## config.mk

```make
export PLATFORM = sky130hd
export DESIGN_NAME = ced_comparator_events
export DESIGN_NICKNAME = d
export VERILOG_FILES = /design/src/rtl/ced_pkg.sv /design/src/rtl/ced_evt_if.sv /design/src/rtl/ced_debouncer.sv /design/src/rtl/ced_comparator_events.sv
export SDC_FILE = /design/constraint.sdc
export NUM_CORES = 1
export LEC_CHECK = 0
export BUFFER_PORTS_ARGS = -buffer_cell sky130_fd_sc_hd__buf_2
export CELL_PAD_IN_SITES_DETAIL_PLACEMENT = 1
export CELL_PAD_IN_SITES_GLOBAL_PLACEMENT = 1
export CORE_MARGIN = 1.5
export CORE_UTILIZATION = 30
export DETAILED_ROUTE_END_ITERATION = 10
export GPL_TIMING_DRIVEN = 0
export PLACE_DENSITY_LB_ADDON = 0.15
export SLEW_MARGIN = 20
export SYNTH_ARGS = -nofsm -noshare
export SYNTH_HDL_FRONTEND = slang
export SYNTH_HIERARCHICAL = 1
export SYNTH_SLANG_ARGS = --single-unit
```

## constraint.sdc

```tcl
create_clock -name mclk -period 2.13 [get_ports mclk]
set_input_delay 0.426 -clock mclk [delete_from_list [all_inputs] [get_ports mclk]]
set_output_delay 0.426 -clock mclk [all_outputs]
set_load 0.01 [all_outputs]
```

## src/rtl/ced_pkg.sv

```systemverilog
// Constants, encodings and types shared by the comparator event logic.
package ced_pkg;
    // Register indices; byte address is four times the index.
    localparam logic [9:0] CED_IDX_CSR = 10'h0a3;
    localparam logic [9:0] CED_IDX_SCFG = 10'h0a4;
    localparam logic [9:0] CED_IDX_GIE = 10'h0a5;
    localparam logic [9:0] CED_IDX_ISTAT = 10'h0a6;
    localparam logic [9:0] CED_IDX_IMASK = 10'h0a7;
    localparam int CED_ADDR_W = 12;
    // Control/status register field positions.
    localparam int CED_CSR_CHAN_LSB = 6;
    localparam int CED_CSR_CONNECT = 5;
    localparam int CED_CSR_FLAG = 4;
    localparam int CED_CSR_ENABLE = 3;
    localparam int CED_CSR_MODE_LSB = 0;
    // Sample configuration register field positions.
    localparam int CED_SCFG_SEL_LSB = 0;
    localparam int CED_SCFG_REF_LSB = 2;
    localparam int CED_SCFG_RAW = 4;
    // Global interrupt enable bit for the comparator request.
    localparam int CED_GIE_COMP_BIT = 6;
    // Interrupt status bits: accepted event and discarded debounce.
    localparam int CED_IRQ_EVENT = 0;
    localparam int CED_IRQ_DISCARD = 1;
    localparam int CED_IRQ_W = 2;
    // Reset values.
    localparam logic [7:0] CED_CSR_RESET = 8'h00;
    localparam logic [3:0] CED_SCFG_RESET = 4'h0;
    localparam logic [CED_IRQ_W-1:0] CED_IRQ_RESET = 2'h0;
    // Event mode encodings.
    localparam logic [2:0] CED_MODE_LOW = 3'h0;
    localparam logic [2:0] CED_MODE_RISE = 3'h1;
    localparam logic [2:0] CED_MODE_DB_TOGGLE = 3'h2;
    localparam logic [2:0] CED_MODE_DB_RISE = 3'h3;
    localparam logic [2:0] CED_MODE_FALL = 3'h4;
    localparam logic [2:0] CED_MODE_TOGGLE = 3'h5;
    localparam logic [2:0] CED_MODE_DB_FALL = 3'h6;
    localparam logic [2:0] CED_MODE_HIGH = 3'h7;
    // Sample clock select encodings.
    localparam logic [1:0] CED_SEL_SYSCLK = 2'h0;
    localparam logic [1:0] CED_SEL_T0 = 2'h1;
    localparam logic [1:0] CED_SEL_T1 = 2'h2;
    localparam logic [1:0] CED_SEL_T2 = 2'h3;
    // Stable samples needed under timer pacing, and Timer 1 overflows to wait.
    localparam int CED_STABLE_SAMPLES = 4;
    localparam logic [1:0] CED_DB_OVF_COUNT = 2'h2;
    // Debouncer state.
    typedef enum logic {CED_DB_IDLE, CED_DB_WAIT} ced_dbs_t;
endpackage

```

## src/rtl/ced_evt_if.sv

```systemverilog
// Interface carrying samples and events between the top and the debouncer.
`timescale 1ns/1ps
interface ced_evt_if;
    logic sampleStb; // High for each cycle with a new accepted sample; stays high under system-clock sampling.
    logic accLevel; // Accepted (filtered) comparator level.
    logic liveLevel; // Enable-gated comparator level for resampling.
    logic enable; // Comparator enable.
    logic [2:0] mode; // Event mode select.
    logic t1Ovf; // Timer 1 overflow pulse.
    logic eventPulse; // High for each cycle with a valid event; the level modes under system-clock sampling keep it high while the level holds.
    logic discardPulse; // One-cycle pulse: a debounced edge was rejected.
    modport ctl (output sampleStb, accLevel, liveLevel, enable, mode, t1Ovf, input eventPulse, discardPulse);
    modport filt (input sampleStb, accLevel, liveLevel, enable, mode, t1Ovf, output eventPulse, discardPulse);
endinterface

```

## src/rtl/ced_debouncer.sv

```systemverilog
// Edge, level and toggle detection with Timer 1 debouncing.
`timescale 1ns/1ps
module ced_debouncer (
    input wire logic mclk,
    input wire logic reset,
    ced_evt_if.filt ev
);
    import ced_pkg::*;

    logic prevLevel_reg; // Previously stored accepted sample.
    logic prevLevel_next;
    ced_dbs_t state_reg; // Debounce state.
    ced_dbs_t state_next;
    logic expect_reg; // Level expected after the transition.
    logic expect_next;
    logic [1:0] ovfCnt_reg; // Timer 1 overflows seen while waiting.
    logic [1:0] ovfCnt_next;
    logic event_reg; // Registered event pulse.
    logic event_next;
    logic discard_reg; // Registered discard pulse.
    logic discard_next;

    // Transition decode against the stored sample, and level hits on the new sample.
    wire rise = ev.sampleStb && ev.accLevel && !prevLevel_reg;
    wire fall = ev.sampleStb && !ev.accLevel && prevLevel_reg;
    wire lowHit = ev.sampleStb && !ev.accLevel;
    wire highHit = ev.sampleStb && ev.accLevel;
    wire isDebounce = (ev.mode == CED_MODE_DB_TOGGLE) || (ev.mode == CED_MODE_DB_RISE) ||
                      (ev.mode == CED_MODE_DB_FALL);
    // Debounced modes arm on the transition they watch for.
    wire dbArm = ((ev.mode == CED_MODE_DB_TOGGLE) && (rise || fall)) ||
                 ((ev.mode == CED_MODE_DB_RISE) && rise) ||
                 ((ev.mode == CED_MODE_DB_FALL) && fall);
    wire lastOvf = ev.t1Ovf && (ovfCnt_reg == CED_DB_OVF_COUNT - 2'h1);

    // Immediate event condition for the non-debounced modes.
    logic directHit;
    always_comb begin
        case (ev.mode)
            CED_MODE_LOW: directHit = lowHit;
            CED_MODE_HIGH: directHit = highHit;
            CED_MODE_RISE: directHit = rise;
            CED_MODE_FALL: directHit = fall;
            CED_MODE_TOGGLE: directHit = rise || fall;
            default: directHit = 1'b0;
        endcase
    end

    // Next-state logic for the debounce wait and the event outputs.
    always_comb begin
        prevLevel_next = ev.sampleStb ? ev.accLevel : prevLevel_reg;
        state_next = state_reg;
        expect_next = expect_reg;
        ovfCnt_next = ovfCnt_reg;
        event_next = 1'b0;
        discard_next = 1'b0;
        case (state_reg)
            CED_DB_IDLE: begin
                if (ev.enable && isDebounce && dbArm) begin
                    state_next = CED_DB_WAIT;
                    expect_next = ev.accLevel;
                    ovfCnt_next = 2'h0;
                end else begin
                    event_next = ev.enable && !isDebounce && directHit;
                end
            end
            CED_DB_WAIT: begin
                if (!ev.enable || !isDebounce) begin
                    // Disable or a change to a non-debounced mode abandons the pending check.
                    state_next = CED_DB_IDLE;
                end else if (ev.t1Ovf) begin
                    // Overflows after the arming cycle only are counted.
                    ovfCnt_next = ovfCnt_reg + 2'h1;
                    if (lastOvf) begin
                        state_next = CED_DB_IDLE;
                        event_next = (ev.liveLevel == expect_reg);
                        discard_next = (ev.liveLevel != expect_reg);
                    end
                end
            end
            default: state_next = CED_DB_IDLE;
        endcase
    end

    // State registers.
    always_ff @(posedge mclk) begin
        if (reset) begin
            prevLevel_reg <= 1'b0;
            state_reg <= CED_DB_IDLE;
            expect_reg <= 1'b0;
            ovfCnt_reg <= 2'h0;
            event_reg <= 1'b0;
            discard_reg <= 1'b0;
        end else begin
            prevLevel_reg <= prevLevel_next;
            state_reg <= state_next;
            expect_reg <= expect_next;
            ovfCnt_reg <= ovfCnt_next;
            event_reg <= event_next;
            discard_reg <= discard_next;
        end
    end

    assign ev.eventPulse = event_reg;
    assign ev.discardPulse = discard_reg;
endmodule

```

## src/rtl/ced_comparator_events.sv

```systemverilog
// Top of the comparator event logic: APB registers, sampling and outputs.
`timescale 1ns/1ps
module ced_comparator_events (
    input wire logic mclk,
    input wire logic reset,
    // APB slave.
    input wire logic psel,
    input wire logic penable,
    input wire logic pwrite,
    input wire logic [ced_pkg::CED_ADDR_W-1:0] paddr,
    input wire logic [31:0] pwdata,
    output logic [31:0] prdata,
    output logic pready,
    output logic pslverr,
    // Comparator and timers.
    input wire logic compRaw,
    input wire logic t0Ovf,
    input wire logic t1Ovf,
    input wire logic t2Ovf,
    input wire logic [3:0] analogPinUse,
    // Analog and interrupt outputs.
    output logic compOut,
    output logic [1:0] posChanSelect,
    output logic [1:0] referenceSelect,
    output logic [3:0] analogConnect,
    output logic [3:0] digInDisable,
    output logic compIrqReq,
    output logic irq
);
    import ced_pkg::*;

    // Register storage.
    logic [1:0] chanSel_reg; // Positive input channel select.
    logic [1:0] chanSel_next;
    logic connect_reg; // Input connect.
    logic connect_next;
    logic flag_reg; // Comparator event flag.
    logic flag_next;
    logic enable_reg; // Comparator enable.
    logic enable_next;
    logic [2:0] mode_reg; // Event mode select.
    logic [2:0] mode_next;
    logic [1:0] sampleSel_reg; // Sample clock select.
    logic [1:0] sampleSel_next;
    logic [1:0] refSel_reg; // Reference select.
    logic [1:0] refSel_next;
    logic gie_reg; // Global enable for the comparator request.
    logic gie_next;
    logic [CED_IRQ_W-1:0] istat_reg; // Sticky interrupt status.
    logic [CED_IRQ_W-1:0] istat_next;
    logic [CED_IRQ_W-1:0] imask_reg; // Interrupt mask.
    logic [CED_IRQ_W-1:0] imask_next;
    logic [31:0] rdata_reg; // Read data captured in the setup phase.
    logic [31:0] rdata_next;

    // Sampling storage.
    logic compOut_reg; // Enable-gated comparator level.
    logic [CED_STABLE_SAMPLES-2:0] hist_reg; // Recent timer-paced samples.
    logic [CED_STABLE_SAMPLES-2:0] hist_next;
    logic accLevel_reg; // Accepted level handed to the debouncer.
    logic accLevel_next;
    logic stb_reg; // Strobe aligned with the accepted level.

    // Returns the register index of a byte address, or all ones if unaligned.
    function automatic logic [9:0] regIndex(input logic [CED_ADDR_W-1:0] addr);
        if (addr[1:0] != 2'h0) begin
            regIndex = 10'h3ff;
        end else begin
            regIndex = addr[CED_ADDR_W-1:2];
        end
    endfunction

    // APB decode.
    wire [9:0] idx = regIndex(paddr);
    wire setupPh = psel && !penable;
    wire accessPh = psel && penable;
    wire hitCsr = (idx == CED_IDX_CSR);
    wire hitScfg = (idx == CED_IDX_SCFG);
    wire hitGie = (idx == CED_IDX_GIE);
    wire hitIstat = (idx == CED_IDX_ISTAT);
    wire hitImask = (idx == CED_IDX_IMASK);
    wire mapped = hitCsr || hitScfg || hitGie || hitIstat || hitImask;
    wire wrEn = accessPh && pwrite && mapped;
    wire wrCsr = wrEn && hitCsr;
    wire wrScfg = wrEn && hitScfg;
    wire wrGie = wrEn && hitGie;
    wire wrIstat = wrEn && hitIstat;
    wire wrImask = wrEn && hitImask;

    // Zero wait states; unmapped addresses answer with an error.
    assign pready = 1'b1;
    assign pslverr = accessPh && !mapped;

    // Sample strobe selection.
    logic sampleStb;
    always_comb begin
        case (sampleSel_reg)
            CED_SEL_SYSCLK: sampleStb = 1'b1;
            CED_SEL_T0: sampleStb = t0Ovf;
            CED_SEL_T1: sampleStb = t1Ovf;
            CED_SEL_T2: sampleStb = t2Ovf;
            default: sampleStb = 1'b0;
        endcase
    end

    // Timer pacing needs the current and previous samples all equal.
    wire allHigh = compOut_reg && (&hist_reg);
    wire allLow = !compOut_reg && !(|hist_reg);

    // Accepted level and sample history.
    always_comb begin
        hist_next = hist_reg;
        accLevel_next = accLevel_reg;
        if (sampleStb) begin
            hist_next = {hist_reg[CED_STABLE_SAMPLES-3:0], compOut_reg};
            if (sampleSel_reg == CED_SEL_SYSCLK) begin
                accLevel_next = compOut_reg;
            end else if (allHigh) begin
                accLevel_next = 1'b1;
            end else if (allLow) begin
                accLevel_next = 1'b0;
            end
        end
    end

    // Debouncer hook-up.
    ced_evt_if evIf ();
    assign evIf.sampleStb = stb_reg;
    assign evIf.accLevel = accLevel_reg;
    assign evIf.liveLevel = compOut_reg;
    assign evIf.enable = enable_reg;
    assign evIf.mode = mode_reg;
    assign evIf.t1Ovf = t1Ovf;

    ced_debouncer debounce (
        .mclk(mclk),
        .reset(reset),
        .ev(evIf.filt)
    );

    // Control/status register updates.
    always_comb begin
        chanSel_next = chanSel_reg;
        connect_next = connect_reg;
        enable_next = enable_reg;
        mode_next = mode_reg;
        flag_next = flag_reg;
        if (wrCsr) begin
            chanSel_next = pwdata[CED_CSR_CHAN_LSB +: 2];
            connect_next = pwdata[CED_CSR_CONNECT];
            enable_next = pwdata[CED_CSR_ENABLE];
            mode_next = pwdata[CED_CSR_MODE_LSB +: 3];
            // Writing zero clears the flag; writing one leaves it.
            if (!pwdata[CED_CSR_FLAG]) begin
                flag_next = 1'b0;
            end
        end
        // A new event wins over a clear in the same cycle.
        if (evIf.eventPulse) begin
            flag_next = 1'b1;
        end
    end

    // Configuration, global enable, status and mask updates.
    always_comb begin
        sampleSel_next = wrScfg ? pwdata[CED_SCFG_SEL_LSB +: 2] : sampleSel_reg;
        refSel_next = wrScfg ? pwdata[CED_SCFG_REF_LSB +: 2] : refSel_reg;
        gie_next = wrGie ? pwdata[CED_GIE_COMP_BIT] : gie_reg;
        imask_next = wrImask ? pwdata[CED_IRQ_W-1:0] : imask_reg;
        istat_next = istat_reg;
        if (wrIstat) begin
            istat_next = istat_reg & ~pwdata[CED_IRQ_W-1:0];
        end
        // Hardware sets win over write-one-to-clear.
        istat_next[CED_IRQ_EVENT] = istat_next[CED_IRQ_EVENT] | evIf.eventPulse;
        istat_next[CED_IRQ_DISCARD] = istat_next[CED_IRQ_DISCARD] | evIf.discardPulse;
    end

    // Read multiplexer; the value is captured during the setup phase.
    always_comb begin
        rdata_next = rdata_reg;
        if (setupPh) begin
            rdata_next = 32'h0000_0000;
            if (hitCsr) begin
                rdata_next[7:0] = {chanSel_reg, connect_reg, flag_reg, enable_reg, mode_reg};
            end else if (hitScfg) begin
                rdata_next[CED_SCFG_SEL_LSB +: 2] = sampleSel_reg;
                rdata_next[CED_SCFG_REF_LSB +: 2] = refSel_reg;
                rdata_next[CED_SCFG_RAW] = compOut_reg;
            end else if (hitGie) begin
                rdata_next[CED_GIE_COMP_BIT] = gie_reg;
            end else if (hitIstat) begin
                rdata_next[CED_IRQ_W-1:0] = istat_reg;
            end else if (hitImask) begin
                rdata_next[CED_IRQ_W-1:0] = imask_reg;
            end
        end
    end

    // Register process for software-visible state.
    always_ff @(posedge mclk) begin
        if (reset) begin
            {chanSel_reg, connect_reg, flag_reg, enable_reg, mode_reg} <= CED_CSR_RESET;
            {refSel_reg, sampleSel_reg} <= CED_SCFG_RESET;
            gie_reg <= 1'b0;
            istat_reg <= CED_IRQ_RESET;
            imask_reg <= CED_IRQ_RESET;
            rdata_reg <= 32'h0000_0000;
        end else begin
            chanSel_reg <= chanSel_next;
            connect_reg <= connect_next;
            flag_reg <= flag_next;
            enable_reg <= enable_next;
            mode_reg <= mode_next;
            sampleSel_reg <= sampleSel_next;
            refSel_reg <= refSel_next;
            gie_reg <= gie_next;
            istat_reg <= istat_next;
            imask_reg <= imask_next;
            rdata_reg <= rdata_next;
        end
    end

    // Register process for the sampling path.
    always_ff @(posedge mclk) begin
        if (reset) begin
            compOut_reg <= 1'b0;
            hist_reg <= '0;
            accLevel_reg <= 1'b0;
            stb_reg <= 1'b0;
        end else begin
            // A disabled comparator reads as low.
            compOut_reg <= compRaw && enable_reg;
            hist_reg <= hist_next;
            accLevel_reg <= accLevel_next;
            stb_reg <= sampleStb;
        end
    end

    // Only the selected pin joins the comparator, and only when connected.
    function automatic logic [3:0] pinDecode(input logic [1:0] sel);
        pinDecode = 4'h1 << sel;
    endfunction

    // Output assignments.
    assign prdata = rdata_reg;
    assign compOut = compOut_reg;
    assign posChanSelect = chanSel_reg;
    assign referenceSelect = refSel_reg;
    assign analogConnect = connect_reg ? pinDecode(chanSel_reg) : 4'h0;
    assign digInDisable = enable_reg ? analogPinUse : 4'h0;
    assign compIrqReq = flag_reg && gie_reg;
    assign irq = |(istat_reg & imask_reg);
endmodule

```

# After elaboration in Yosys (flattened, before gate mapping)
# Cells that the tools add are included.
# totals
ff_bits	38
word_cells	147
# op_classes
n_addsub	1
eq_ne	22
n_shift	1
mux	37
bitwise	8
n_reduce_logical	57
# ops
op	count
10-bit by 8-bit == test with 1-bit output (second input constant)	5
1-bit logical AND	26
1-bit 2-to-1 mux	19
2-bit 2-to-1 mux	8
3-bit == test (second input constant)	4
1-bit logical OR	10
10-bit 2-to-1 mux	1
1-bit zero test	8
4-bit 2-to-1 mux	2
3-bit by 2-bit == test with 1-bit output (second input constant)	2
2-bit AND reduction	3
3-bit AND reduction	2
5-bit 2-to-1 mux	1
1-bit case mux with 5 select lines	1
5-bit OR reduction	1
2-bit AND	2
2-bit by 1-bit == test with 1-bit output (second input constant)	2
2-bit == test (second input constant)	2
2-bit by 1-bit != test with 1-bit output (second input constant)	2
2-bit != test (second input constant)	2
1-bit case mux with 2 select lines	2
1-bit case mux with 4 select lines	1
2-bit case mux with 2 select lines	1
2-bit nonzero test	2
other kinds (14)	17

# Logic depth before layout (Yosys ltp)
# logic_depth
depth_word	11
mapped_depth	6
ltp_nobuf	5

# By module
# The synthesis kept the hierarchy.
# modules_own_cells
mod	n_inst	cells_each	area_per_inst_um2
ced_comparator_events	1	208	1730.4
ced_debouncer	1	45	375.4

# Least setup slack after synthesis
# Ideal clock, no wire load.
# synth_path
path_kind	input to register
startpoint	input port paddr[1] in the netlist's numbering
endpoint	register connect_reg
setup_ps	129
t_arrival_ps	1864
path_slack_ps	136
cell_stages	5
n_path_buf	1
cell_sequence	or4b_4 or4_4 buf_6 o21ai_1 a21oi_1
# synth_via
elab_chain_len	9
elab_cells_between_ends	13
classes_between	5 x eq/ne; 1 x mux; 7 x reduce/logical
# synth_lines
element	line_no	source
from (decl)	ced_comparator_events.sv:10	input wire logic [ced_pkg::CED_ADDR_W-1:0] paddr,
2-bit nonzero test (*)	ced_comparator_events.sv:66	if (addr[1:0] != 2'h0) begin
10-bit 2-to-1 mux (*)	ced_comparator_events.sv:66	
10-bit by 8-bit == test with 1-bit output, on equally long branches	ced_comparator_events.sv:77, ced_comparator_events.sv:78	
1-bit logical OR (4 in a row)	ced_comparator_events.sv:82	wire mapped = hitCsr || hitScfg || hitGie || hitIstat || hitImask;
1-bit logical AND	ced_comparator_events.sv:83	wire wrEn = accessPh && pwrite && mapped;
1-bit logical AND (*)	ced_comparator_events.sv:84	wire wrCsr = wrEn && hitCsr;
to (signal assigned)	ced_comparator_events.sv:211	connect_reg <= connect_next;
to (decl)	ced_comparator_events.sv:35	logic connect_reg;
# Mark *: on every way between the ends. The rest lies on a longest branch, timed or not.
# A chain may end at the register's enable or synchronous reset.

# Worst setup path after layout
# layout_path
startpoint	input port paddr[2] in the netlist's numbering
endpoint	output port pslverr
# layout_via
elab_chain_len	8
elab_cells_between_ends	12
classes_between	5 x eq/ne; 1 x mux; 6 x reduce/logical
# layout_lines
element	line_no	source
10-bit 2-to-1 mux (*)	ced_comparator_events.sv:66	
10-bit by 8-bit == test with 1-bit output, on equally long branches	ced_comparator_events.sv:77, ced_comparator_events.sv:78	
1-bit logical OR (3 in a row)	ced_comparator_events.sv:82	
1-bit logical OR (*)	ced_comparator_events.sv:82	
1-bit zero test (*)	ced_comparator_events.sv:92	assign pslverr = accessPh && !mapped;
1-bit logical AND (*)	ced_comparator_events.sv:92	
to (decl)	ced_comparator_events.sv:14	output logic pslverr,
# Marks and branches as above.

==> flow_metrics.tcl <==
set metrics [dict create \
    viasPerCell 4.630 \
    layout_commonest_cell "buf_2" \
    cap_violations 0 \
    syn_inst 253 \
    drive_gt1_frac 0.3038 \
    startpoint "paddr[2]" \
    ys_types 46 \
    final_antenna_net_count 0 \
    holdBufCountCts 0 \
    p_leak_nw 1.156 \
    critPathCaptureType "primary output" \
    numCtsBuffers 5 \
    finClkSkew_ns 0.01273 \
    status "complete, no violations" \
    clockPowerShare 0.405 \
    clk_pin_slew_ns 0.08 \
    htreeDepth 2 \
    synth_top_cell_by_area "dfxtp_1" \
    hold_class "in2reg" \
    worstPathRequired_ns 1.70 \
    ios 106 \
    r2r_start "sampleSel_reg[0]$_SDFFE_PP0P_" \
    vias 2014 \
    ys_seq_area_frac 0.3613 \
    rsz0062_at_grt "false" \
    crit_end "pslverr" \
    p_sw_frac 0.2494 \
    critPathKind "in2out" \
    slowest_stage "o31ai_1" \
    rr_endpoint "hist_reg[2]$_SDFFE_PP0P_" \
    startpoint_type "input port" \
    cts_setup_buffers 1 \
    grt_use_met1 0.2072 \
    die_area_sq_um 7531 \
    gp_congestion 0.7606 \
    placed_cells 426 \
    setup_viol 0 \
    r2r_slack_ns 0.62 \
    slew_headroom 0.4573 \
    finalSetupTns_ns 0 \
    finalCritPeriodShare 0.9266 \
    p_comb_frac 0.112 \
    tightest_slew_ns 0.8078 \
    synthFlopType "dfxtp_1" \
    hold_viol_final 0 \
    root_buffer "clkbuf_8" \
    die_w_microns 86.78 \
    pwr-share-seq 0.483 \
    internal_power_w 0.001117 \
    gr-usage-met2 0.2770 \
    routed_wl_mm 5.947 \
    arrival_ns 1.55 \
    place_ws_ns -0.07257 \
    antenna_found_initial 0 \
    whs_ns 0.3473 \
    stdcell_count 435 \
    clock_path_buffers 2 \
    ir_worst_vdd_v 0.0002762 \
    fin_crit_ns 1.974 \
    core_area_sq_um 6794 \
    synth.area.top_cells "dfxtp_1 36%, buf_4 9.3%, nand3_1 4.8%" \
    slew_viol_final 0 \
    die_y_microns 86.78 \
    grt_max_degree 12 \
    dp_hpwl_mm 4.519 \
    use_met3 0.03238 \
    cpPeakStageDelay_ns 0.55 \
    cts_tree "yes" \
    largest_reg_flops 8 \
    max_clock_freq_ghz 0.5067 \
    seqCellArea_sq_um 760.7 \
    synth_edf_count 0 \
    area_growth_pct 28.22 \
    path_cells "clkbuf_1, o31ai_1, nand2_1, a21oi_1, buf_2" \
    clk_latency_ns 0.30 \
    cts_num_sinks 38 \
    yosys.area.top_type_share 0.3613 \
    rows 30 \
    wl_per_cell_microns 13.67 \
    multiInputGateArea_sq_um 1151 \
    yosysWarnings 6 \
    grt_pass1_wl_mm 9.508 \
    first_iter_violations 46 \
    synth_seq_cells 38 \
    io_buffers 54 \
    drc 0 \
    overflow 0 \
    grt_usage 0.1634 \
    fin_ws_ns 0.1564 \
    diodes 0 \
    rr_worst_depth 4 \
    final.fill_count 869 \
    power_density_nw_per_um2 551.0 \
    ctsResizeCount 0 \
    post-route-util 0.3974 \
    synthArstFlopShare 0 \
    grt_pass1_vias 1956 \
    switchingPower_w 0.0003710 \
    critPathMaxFanout 9 \
    most-common-layout-cells "54 x buf_2, 38 x dfxtp_1, 27 x buf_4" \
    dr.pass1.iters 4 \
    syn_area_sq_um 2106 \
    busiest_layer "met2" \
    num-nets-final 396 \
    start_util 0.3099 \
    avgSynthCellArea_sq_um 8.323 \
]
## stage by stage
step	cell area, sq um	power (W)
after floorplan	2192	0.0008436
after global placement	2582	0.0008991
after detailed placement	2582	0.0009004
after CTS	2700	0.001509
after global routing	2700	0.001547
final	2700	0.001488
## per-layer routing
| layer | share of wire | vias up |
|---|---|---|
| met2 | 0.47 | 44 |
| met3 | 0.037 | 7 |
| met4 | 0.012 | 0 |
| met5 | 0 | - |
| li1 | - | 1026 |
| met1 | 0.48 | 937 |
## logic make-up after synthesis
logic type      count (synthesis)  synth area share
other cells                     2          0.003566
buf+inv                        39            0.1331
simple gates                   97            0.2638
xor+xnor                        1          0.004160
flops                          38            0.3613
compound gates                 68            0.1949
fa+ha+maj                       1          0.005941
mux                             7           0.03328
## cell type report
| type | instances | area share |
|---|---|---|
| Timing Repair Buffer | 55 | 0.1029 |
| Multi-Input combinational cell | 199 | 0.4263 |
| Buffer | 33 | 0.09546 |
| Clock buffer | 8 | 0.04078 |
| Inverter | 6 | 0.008341 |
| Tap cell | 96 | 0.04449 |
| Sequential cell | 38 | 0.2817 |
## power groups by stage
| stage | Clock, W | Combinational [W] | Sequential (W) |
|---|---|---|---|
| floorplan | 0 | 0.000110 | 0.000734 |
| global placement | 0 | 0.000165 | 0.000735 |
| detailed placement | 0 | 0.000166 | 0.000735 |
| CTS | 0.000625 | 0.000166 | 0.000718 |
| global route | 0.000642 | 0.000186 | 0.000719 |
| finish | 0.000603 | 0.000167 | 0.000718 |
## Yosys cell counts (all sizes together), types with 3 or more instances
library cell,n
mux2i,7
nand3,21
o21ai,25
nor2b,5
dfxtp,38
o22ai,3
a21oi,19
nand2b,4
inv,6
a22oi,4
buf,30
a31oi,3
nor2,14
nor3b,7
and2,5
or3,4
nand2,24
## critical path, delay by kind of cell
| family | cells | cell delay [ns] |
|---|---|---|
| buffers and inverters | 2 | 0.32 |
| and+or+nand+nor | 1 | 0.10 |
| AOI/OAI and AO/OA | 2 | 0.70 |
## worst min path at each step
stage | from | end | slack [ns] | cells after the start
3_5_place_dp | prdata[4]$_SDFFE_PP0P_ | prdata[4]$_SDFFE_PP0P_ | 0.44 | 2
5_1_grt | compRaw | compOut$_SDFF_PP0_ | 0.36 | 3
2_1_floorplan | debounce/ev.eventPulse$_SDFF_PP0_ | flag_reg$_SDFFE_PP0P_ | 0.44 | 2
3_3_place_gp | prdata[3]$_SDFFE_PP0P_ | prdata[3]$_SDFFE_PP0P_ | 0.43 | 2
6_report | compRaw | compOut$_SDFF_PP0_ | 0.35 | 3
4_1_cts | compRaw | compOut$_SDFF_PP0_ | 0.34 | 3
Power figures use the tool's default switching activity.
